===== config.mk =====
export PLATFORM = sky130hd
export DESIGN_NAME = lec_event_regs
export DESIGN_NICKNAME = d
export VERILOG_FILES = /design/src/hdl/lec_event_regs.v /design/src/hdl/lec_contrast_pwm.v
export VERILOG_INCLUDE_DIRS = /design/src /design/src/hdl
export SDC_FILE = /design/constraint.sdc
export NUM_CORES = 1
export LEC_CHECK = 0
export BUFFER_PORTS_ARGS = -buffer_cell sky130_fd_sc_hd__buf_2
export CAP_MARGIN = 15
export CORE_AREA = 2 2 95 69
export CTS_BUF_LIST = sky130_fd_sc_hd__clkbuf_4
export DETAILED_ROUTE_END_ITERATION = 10
export DIE_AREA = 0 0 97 71
export GPL_TIMING_DRIVEN = 0
export PLACE_DENSITY = 0.78
export SYNTH_ARGS = -nofsm -noshare
export SYNTH_HDL_FRONTEND = slang
export SYNTH_SLANG_ARGS = --single-unit

===== constraint.sdc =====
create_clock -name core_clk_i -period 2.1 [get_ports core_clk_i]
set_clock_uncertainty 0.15 [all_clocks]
set_input_delay 0.42 -clock core_clk_i [delete_from_list [all_inputs] [get_ports core_clk_i]]
set_output_delay 0.42 -clock core_clk_i [all_outputs]
set_load 0.005 [all_outputs]

===== src/hdl/lec_regs.vh =====
// register byte addresses, field positions and reset values of the event block
`ifndef LEC_REGS_VH
`define LEC_REGS_VH

// ============================================================
// byte addresses
`define LEC_ADDR_CONTRAST_CTRL 32'h0060_0840
`define LEC_ADDR_CONTRAST_COMPARE_VALUE  32'h0060_0844
`define LEC_ADDR_EV_ENABLE_SET 32'h0060_0848
`define LEC_ADDR_EV_ENABLE_CLR 32'h0060_084c
`define LEC_ADDR_EV_MASK_VIEW  32'h0060_0850
`define LEC_ADDR_EV_PEND_VIEW  32'h0060_0854
`define LEC_ADDR_EV_PEND_CLR   32'h0060_0858

// ============================================================
// event bit positions
`define LEC_EV_LINE      0
`define LEC_EV_LAST_LINE 1
`define LEC_EV_FRAME     2
`define LEC_EV_UNDERFLOW 4
`define LEC_EV_OVERWRITE 5
`define LEC_EV_DMA_FAULT 6
`define LEC_EV_USED      7'h77

// ============================================================
// contrast control fields
`define LEC_CTL_PS_LSB   0
`define LEC_CTL_PS_MSB   1
`define LEC_CTL_POL      2
`define LEC_CTL_RUN      3

// ============================================================
// reset values
`define LEC_RST_CTRL     4'h0
`define LEC_RST_CONTRAST_COMPARE     8'h00
`define LEC_RST_EV       7'h00

`endif


===== src/hdl/lec_event_regs.v =====
// event status, mask and contrast registers behind an apb slave
// ============================================================
//
// Local design decision: register access over APB.
`default_nettype none
`include "lec_regs.vh"

module lec_event_regs (
  input  wire        core_clk_i,
  input  wire        rst_i,
  input  wire        psel,
  input  wire        penable,
  input  wire        pwrite,
  input  wire [31:0] paddr,
  input  wire [31:0] pwdata,
  output reg  [31:0] prdata,
  output wire        pready,
  output wire        pslverr,
  input  wire        line_done_i,
  input  wire        last_line_i,
  input  wire        frame_done_i,
  input  wire        fifo_empty_i,
  input  wire        fifo_overrun_i,
  input  wire        dma_fault_i,
  output wire        irq_o,
  output wire        contrast_pwm_o
);

  // ==========================================================
  // apb decode: zero wait states, unmapped addresses error
  wire       wr_en;
  wire       rd_en;
  wire [6:0] wbits;
  reg        hit;

  assign pready = 1'b1;
  assign wr_en  = psel & penable & pwrite & ~pslverr;
  // reads load in the setup cycle so data stands at the access edge
  assign rd_en  = psel & ~penable & ~pwrite;
  assign wbits  = pwdata[6:0] & `LEC_EV_USED;

  always @* begin
    case (paddr)
      `LEC_ADDR_CONTRAST_CTRL: hit = 1'b1;
      `LEC_ADDR_CONTRAST_COMPARE_VALUE:  hit = 1'b1;
      `LEC_ADDR_EV_ENABLE_SET: hit = 1'b1;
      `LEC_ADDR_EV_ENABLE_CLR: hit = 1'b1;
      `LEC_ADDR_EV_MASK_VIEW:  hit = 1'b1;
      `LEC_ADDR_EV_PEND_VIEW:  hit = 1'b1;
      `LEC_ADDR_EV_PEND_CLR:   hit = 1'b1;
      default:                 hit = 1'b0;
    endcase
  end

  assign pslverr = psel & penable & ~hit;

  // ==========================================================
  // event sources: same-clock pulses from the dma and fifo logic
  wire [6:0] ev_in;

  assign ev_in = {dma_fault_i,
                  fifo_overrun_i, fifo_empty_i,
                  1'b0,
                  frame_done_i,
                  last_line_i, line_done_i};

  // ==========================================================
  // registers
  reg  [3:0] ctrl;
  reg  [7:0] compare;
  reg  [6:0] mask;
  reg  [6:0] pending;
  wire [6:0] next_mask;
  wire [6:0] next_pending;
  wire       sel_set;
  wire       sel_dis;
  wire       sel_clr;

  assign sel_set = wr_en & (paddr == `LEC_ADDR_EV_ENABLE_SET);
  assign sel_dis = wr_en & (paddr == `LEC_ADDR_EV_ENABLE_CLR);
  assign sel_clr = wr_en & (paddr == `LEC_ADDR_EV_PEND_CLR);

  // set and clear in one write cannot collide: they are separate words
  assign next_mask = (mask | ({7{sel_set}} & wbits))
                     & ~({7{sel_dis}} & wbits);

  // a new event beats a clear in the same cycle, so none is lost
  assign next_pending = (pending & ~({7{sel_clr}} & wbits))
                        | (ev_in & `LEC_EV_USED);

  always @(posedge core_clk_i or posedge rst_i) begin
    if (rst_i) begin
      ctrl    <= `LEC_RST_CTRL;
      compare <= `LEC_RST_CONTRAST_COMPARE;
      mask    <= `LEC_RST_EV;
      pending <= `LEC_RST_EV;
    end else begin
      mask    <= next_mask;
      pending <= next_pending;
      if (wr_en && paddr == `LEC_ADDR_CONTRAST_CTRL) begin
        ctrl <= pwdata[`LEC_CTL_RUN:0];
      end
      if (wr_en && paddr == `LEC_ADDR_CONTRAST_COMPARE_VALUE) begin
        compare <= pwdata[7:0];
      end
    end
  end

  // status stays set regardless of mask; only the output is gated
  assign irq_o = |(pending & mask);

  // ==========================================================
  // read data, registered in the setup cycle; write-only words read 0
  always @(posedge core_clk_i or posedge rst_i) begin
    if (rst_i) begin
      prdata <= 32'h0000_0000;
    end else if (rd_en) begin
      case (paddr)
        `LEC_ADDR_CONTRAST_CTRL: prdata <= {28'h0, ctrl};
        `LEC_ADDR_CONTRAST_COMPARE_VALUE:  prdata <= {24'h0, compare};
        `LEC_ADDR_EV_MASK_VIEW:  prdata <= {25'h0, mask};
        `LEC_ADDR_EV_PEND_VIEW:  prdata <= {25'h0, pending};
        default:                 prdata <= 32'h0000_0000;
      endcase
    end
  end

  // ==========================================================
  // contrast pwm
  lec_contrast_pwm #(
    .WIDTH (8)
  ) u_pwm (
    .core_clk_i (core_clk_i),
    .rst_i      (rst_i),
    .run_i      (ctrl[`LEC_CTL_RUN]),
    .polarity_i (ctrl[`LEC_CTL_POL]),
    .prescale_i (ctrl[`LEC_CTL_PS_MSB:`LEC_CTL_PS_LSB]),
    .compare_i  (compare),
    .pwm_o      (contrast_pwm_o)
  );

endmodule

`default_nettype wire


===== src/hdl/lec_contrast_pwm.v =====
// contrast pwm counter with prescaler and polarity select
`default_nettype none

module lec_contrast_pwm #(
  parameter WIDTH = 8
) (
  input  wire             core_clk_i,
  input  wire             rst_i,
  input  wire             run_i,
  input  wire             polarity_i,
  input  wire [1:0]       prescale_i,
  input  wire [WIDTH-1:0] compare_i,
  output reg              pwm_o
);

  // ==========================================================
  // prescaler: one-cycle enable every 1, 2, 4 or 8 clocks
  reg  [2:0]       div;
  reg  [WIDTH-1:0] count;
  wire             tick;

  assign tick = (prescale_i == 2'h0) ? 1'b1 :
                (prescale_i == 2'h1) ? (div[0] == 1'b1) :
                (prescale_i == 2'h2) ? (div[1:0] == 2'h3) :
                (div == 3'h7);

  always @(posedge core_clk_i or posedge rst_i) begin
    if (rst_i) begin
      div   <= 3'h0;
      count <= {WIDTH{1'b0}};
      pwm_o <= 1'b0;
    end else begin
      // stopped counter keeps its value while run is low
      if (run_i) begin
        div <= div + 3'h1;
        if (tick) begin
          count <= count + {{(WIDTH-1){1'b0}}, 1'b1};
        end
      end
      // active level while below compare; polarity picks that level
      pwm_o <= run_i & ((count < compare_i) ~^ polarity_i) |
               ~run_i & ~polarity_i;
    end
  end

endmodule

`default_nettype wire


======== Yosys cells after proc, flatten, opt, wreduce, memory -nomap -nowiden ========
Index checks and enable logic that the tools add are counted.
storage, ports and cells
  bits in registers ....................... 70
  word-level logic and storage cells ...... 62
  output and inout bits ................... 36
operators by class
  order comparisons ....................... 1
  equal/unequal tests ..................... 11
  muxes and demuxes ....................... 5
  reductions and logical operators ........ 6
  $add $sub $neg .......................... 2
  bitwise gates (word level) .............. 29
operators with widths
  operator                                                                  count
  32-bit by 23-bit equality test with 1-bit output (second input constant)  7
  7-bit AND                                                                 6
  8-bit one-hot mux with 4 select lines                                     1
  7-bit NOT                                                                 2
  7-bit bitwise OR                                                          2
  7-bit OR reduction                                                        2
  1-bit AND                                                                 11
  8-bit by 1-bit adder with 8-bit output (second input constant)            1
  8-bit < comparator                                                        1
  1-bit NOT                                                                 6
  2-bit equality test (second input constant)                               2
  1-bit two-way mux                                                         4
  3-bit by 1-bit adder with 3-bit output (second input constant)            1
  3-bit equality test (second input constant)                               1
  2-bit by 1-bit equality test with 1-bit output (second input constant)    1
  1-bit logical AND                                                         2
  2-bit logical NOT                                                         1
  2-bit AND reduction                                                       1
  1-bit bitwise OR                                                          1
  1-bit XNOR                                                                1

======== Logic depth before layout (Yosys ltp) ========
  word-level depth ........................ 12
  depth in mapped cells ................... 7

======== Hierarchy ========
From an unflattened synthesis, not the netlist that was laid out.
second synthesis, totals
  cells, all modules ...................... 252
  area total of the unflattened synthesis .. 2681.3 um^2
modules (own cells, without submodules)
  module            cells each  seq. area each (um^2)  area an instance (um^2)  times used
  lec_event_regs    188         800.8                  1955.6                   1
  lec_contrast_pwm  64          300.3                  725.7                    1

======== Least setup slack after synthesis ========
Ideal clock, no wire load.
  kind .................................... input port to flip-flop
  start ................................... input paddr[19]
  end ..................................... register ctrl[0]
  required time ........................... 1.825 ns
  slack ................................... 0.015 ns
  stages .................................. 6
  data arrival time ....................... 1.810 ns
  setup time .............................. 0.125 ns
  cell sequence ........................... nor4_1 > nand3_2 > nor4b_1 > and3_1 > buf_6 > mux2_4
between the ends
  longest elaborated chain between the ends .. 8
  elaborated cells on any way between the ends .. 14
  those cells by class .................... eq/ne (7); mux (1); bitwise (4); reduce/logical (2)
RTL lines
  element                                           line                  text
  from (decl)                                       lec_event_regs.v:14   input wire [31:0] paddr,
  32-bit by 23-bit equality test with 1-bit output  lec_event_regs.v:43   case (paddr)
  7-bit OR reduction (no source line)               -
  1-bit two-way mux                                 lec_event_regs.v:43
  1-bit NOT                                         lec_event_regs.v:55   assign pslverr = psel & penable & ~hit;
  1-bit AND                                         lec_event_regs.v:55
  1-bit NOT                                         lec_event_regs.v:37   assign wr_en = psel & penable & pwrite & ~pslverr;
  1-bit AND                                         lec_event_regs.v:37
  1-bit logical AND (no source line) (*)            -
  to (signal assigned)                              lec_event_regs.v:93   ctrl <= `LEC_RST_CTRL;
  to (signal assigned)                              lec_event_regs.v:101  ctrl <= pwdata[`LEC_CTL_RUN:0];
  to (decl)                                         lec_event_regs.v:69   reg [3:0] ctrl;
Every way passes the cells marked *; elsewhere a longest branch is shown, timed or not.
A chain may end at the register's enable or synchronous reset.

======== Worst setup path after layout ========
  start ................................... input paddr[1]
  end ..................................... output pslverr
between the ends
  longest elaborated chain between the ends .. 5
  elaborated cells on any way between the ends .. 11
  those cells by class .................... eq/ne (7); mux (1); bitwise (2); reduce/logical (1)
RTL lines
  element                                           line                 text
  32-bit by 23-bit equality test with 1-bit output  lec_event_regs.v:43
  7-bit OR reduction (no source line) (*)           -
  1-bit two-way mux (*)                             lec_event_regs.v:43
  1-bit NOT (*)                                     lec_event_regs.v:55
  1-bit AND (*)                                     lec_event_regs.v:55
  to (decl)                                         lec_event_regs.v:18  output wire pslverr,
Marks and branches as above.

==> results.md <==
* Synth area leaders: dfrtp_1 (42%), buf_4 (7.1%), ha_1 (4.8%)
* Met2 WL at 2888 um
* Critical path arrival at 1.56 ns
* Worst hold slack at 0.09024 ns
* R2r startpoint: u_pwm.div[0]
* Max-cap violation count at 0
* Most common cell after layout, fill and taps aside: buf_2
* Failing checks: setup timing
* Hold Path Class: in -> async
* # setup viols final at 1
* Clk pin slew, worst setup/hold paths at 0.14 ns
* Drt first pass iters at 5
* Crit-path cells: buf_2 -> or2_4 -> or4_4 -> nor3_4 -> a21oi_2 -> buf_2
* Final wirelength at 6237 um
* Power per cell area at 439.0 nW/um2
* Die height at 71 um
* Final period util at 1.014
* Final Slew Violations at 0
* Cells after Synth at 247
* Mapped cell area at 2629 um2
* Unique masters post-synth at 42
* Iteration-0 DRC Markers at 212
* Worst reg-to-reg setup slack at 0.07 ns
* Warnings from Yosys at 0
* Setup WS post-layout at -0.02883 ns
* Detailed Place HPWL at 4851 um
* H-tree depth at 2
* Main synth FF type: dfrtp_1
* Most frequent cells in the layout: buf_2 (60), dfrtp_1 (44), buf_4 (31)
* Outcome: finished, violations left
* Top cell type's share of synthesized area at 0.4188
* Kind of critical path: in -> out
* Fillers at 534
* TritonCTS buffer count at 5
* Largest area contributor in the netlist: dfrtp_1
* First-pass GRT wire length at 9949 um
* Most common cell on crit path: buf_2
* Starting Density at 0.4355
* Crit path max-delay cell type: or4_4
* Top Metal Used: met4
* Startpoint Class: input pin
* RSZ-0062 raised after global routing: true
* Vias in the first global route at 2,041
* Ant diodes at 0
* Hold buffer count at cts at 0
* Pin count of the biggest net entering global routing at 45
* Pleak at 1.701 nW
* ANT nets after route at 0
* GPL Wtd Cong at 0.8150
* Initial antenna violation count at 0
* # IOs at 111
* Delay of the slowest critical-path stage at 0.43 ns
* EDFF count, synth at 0
* Syn avg cell area at 10.64 um2
* Port Buffer Count at 61
* Area grow syn2layout at 24.46%
* Final net count at 429
* Final min period at 2.129 ns
* Share of flip-flops with an asynchronous set or reset at 1.000
* Register bit count reported by yosys at 44
* Worst EP required at 1.53 ns
* GR Overflow Total at 0
* Met3 WL post-DR at 539 um
* Total number of vias at 2,145
* Wirelength per Cell at 14.74 um
* R2r endpoint: u_pwm.count[1]
* Seq/Total Area, Yosys at 0.4188
* Total Die Area at 6887 um2
* Core area at 6036 um2
* Clk sinks at 44
* Pin slew with the least headroom to its limit at 0.9159 ns
* Clk_lat worst skew at 0.35 ns
* Crit. End Element: output pin
* Critical path fanouts, max at 2
* CTS tree: built
* Wl on met1 at 2738 um
* Maximum VDD drop at 0.0002730 V
* Gr usage total at 0.1801
* Clock Tree Root: clkbuf_4
* Bufs on Longest Clock Path at 2
* Fmax at 0.4697 GHz
* Slew margin rel. at 0.3885
* Reg2Reg Depth at 6
* Vias per Instance at 5.071
* Setup TNS at -0.02883 ns
* Share of layout cells above drive strength 1 at 0.3884
* Residual DRC at 0
* Row cnt at 24
* Chip width at 97 um
* Fin. Hold Viols at 0
[routing by layer]
metal,GRT usage,up-vias
met5,0,-
met4,0.03912,0
met3,0.04743,9
met2,0.2770,83
met1,0.2589,1026
li1,-,1027
[worst max path at each step]
stage | endpoint | slack (ns) | cells after the start | start
after floorplan | ctrl[0] | 0.01 | 6 | paddr[19]
after global placement | pslverr | -0.31 | 6 | paddr[19]
after detailed placement | pslverr | -0.34 | 6 | paddr[19]
after CTS | pslverr | -0.07 | 6 | paddr[0]
after global routing | pslverr | -0.08 | 6 | paddr[0]
final | pslverr | -0.03 | 6 | paddr[1]
[stage by stage]
| step | setup WS [ns] | power (mW) | std cells | cell area (um2) | utilization |
|---|---|---|---|---|---|
| 2_1_floorplan | 0.01462 | 0.9630 | 270 | 2715 | - |
| 5_1_grt | -0.07541 | 1.502 | 423 | 3272 | 0.5421 |
| 3_3_place_gp | -0.3134 | 1.042 | 409 | 3118 | 0.5166 |
| 6_report | -0.02883 | 1.436 | 423 | 3272 | 0.5421 |
| 3_5_place_dp | -0.3377 | 1.047 | 409 | 3118 | 0.5166 |
| 4_1_cts | -0.06814 | 1.439 | 420 | 3212 | 0.5321 |
[synth_stat cells, drive strengths merged, types with 2 or more instances]
library cell,instances
a21o,7
a21oi,2
a22oi,6
a32o,3
and3,3
buf,27
clkbuf,5
conb,2
dfrtp,44
ha,10
inv,16
mux2,7
mux2i,7
mux4,3
nand2,30
nand3,5
nand4,11
nor2,5
nor2b,3
nor3,3
nor4,5
nor4b,5
o21ai,20
xnor2,6
xor2,3
[logic make-up after synthesis]
logic type	share of synthesized area
and+or+nand+nor	0.2004
AOI/OAI and AO/OA	0.1023
adders and majority gates	0.04760
buffers and inverters	0.1099
muxes	0.08805
other	0.002857
xor gates and xnor gates	0.02999
DFF	0.4188
[flip-flops by register name, summed over array words and instances, names as in the netlist]
name and count:
compare 8, u_pwm.count 8, u_pwm.div 3, mask 6
ctrl 4, pending 6, prdata 8, u_pwm.pwm_o 1
[where the power goes]
| group | total, mW | internal (mW) | switching, mW |
|---|---|---|---|
| combinational | 0.193 | 0.0912 | 0.102 |
| sequential | 0.847 | 0.847 | 0.00000000260 |
| clock | 0.396 | 0.123 | 0.272 |
[area by class of cell]
| cell class | instances | area (um2) | share of cell area |
|---|---|---|---|
| Buffer | 32 | 234.0 | 0.07151 |
| Tap cell | 78 | 97.59 | 0.02983 |
| Clock inverter | 3 | 13.76 | 0.004206 |
| Multi-Input combinational cell | 178 | 1371 | 0.4191 |
| Inverter | 16 | 60.06 | 0.01836 |
| Timing Repair Buffer | 67 | 356.6 | 0.1090 |
| Sequential cell | 44 | 1101 | 0.3365 |
| Clock buffer | 5 | 37.54 | 0.01147 |
[worst max-delay path, delay by kind of cell]
kind / cells / cell delay (ns)
and+or+nand+nor: 3 / 0.84
buffers and inverters: 2 / 0.24
AOI/OAI and AO/OA: 1 / 0.07
[repair_timing]
item | CTS | global route
resized for setup | 4 | 11
cloned | 0 | 0
setup endpoints to repair | 4 | 11
setup buffers | 3 | 3
pin swaps | 3 | 6
Power figures use the tool's default switching activity.
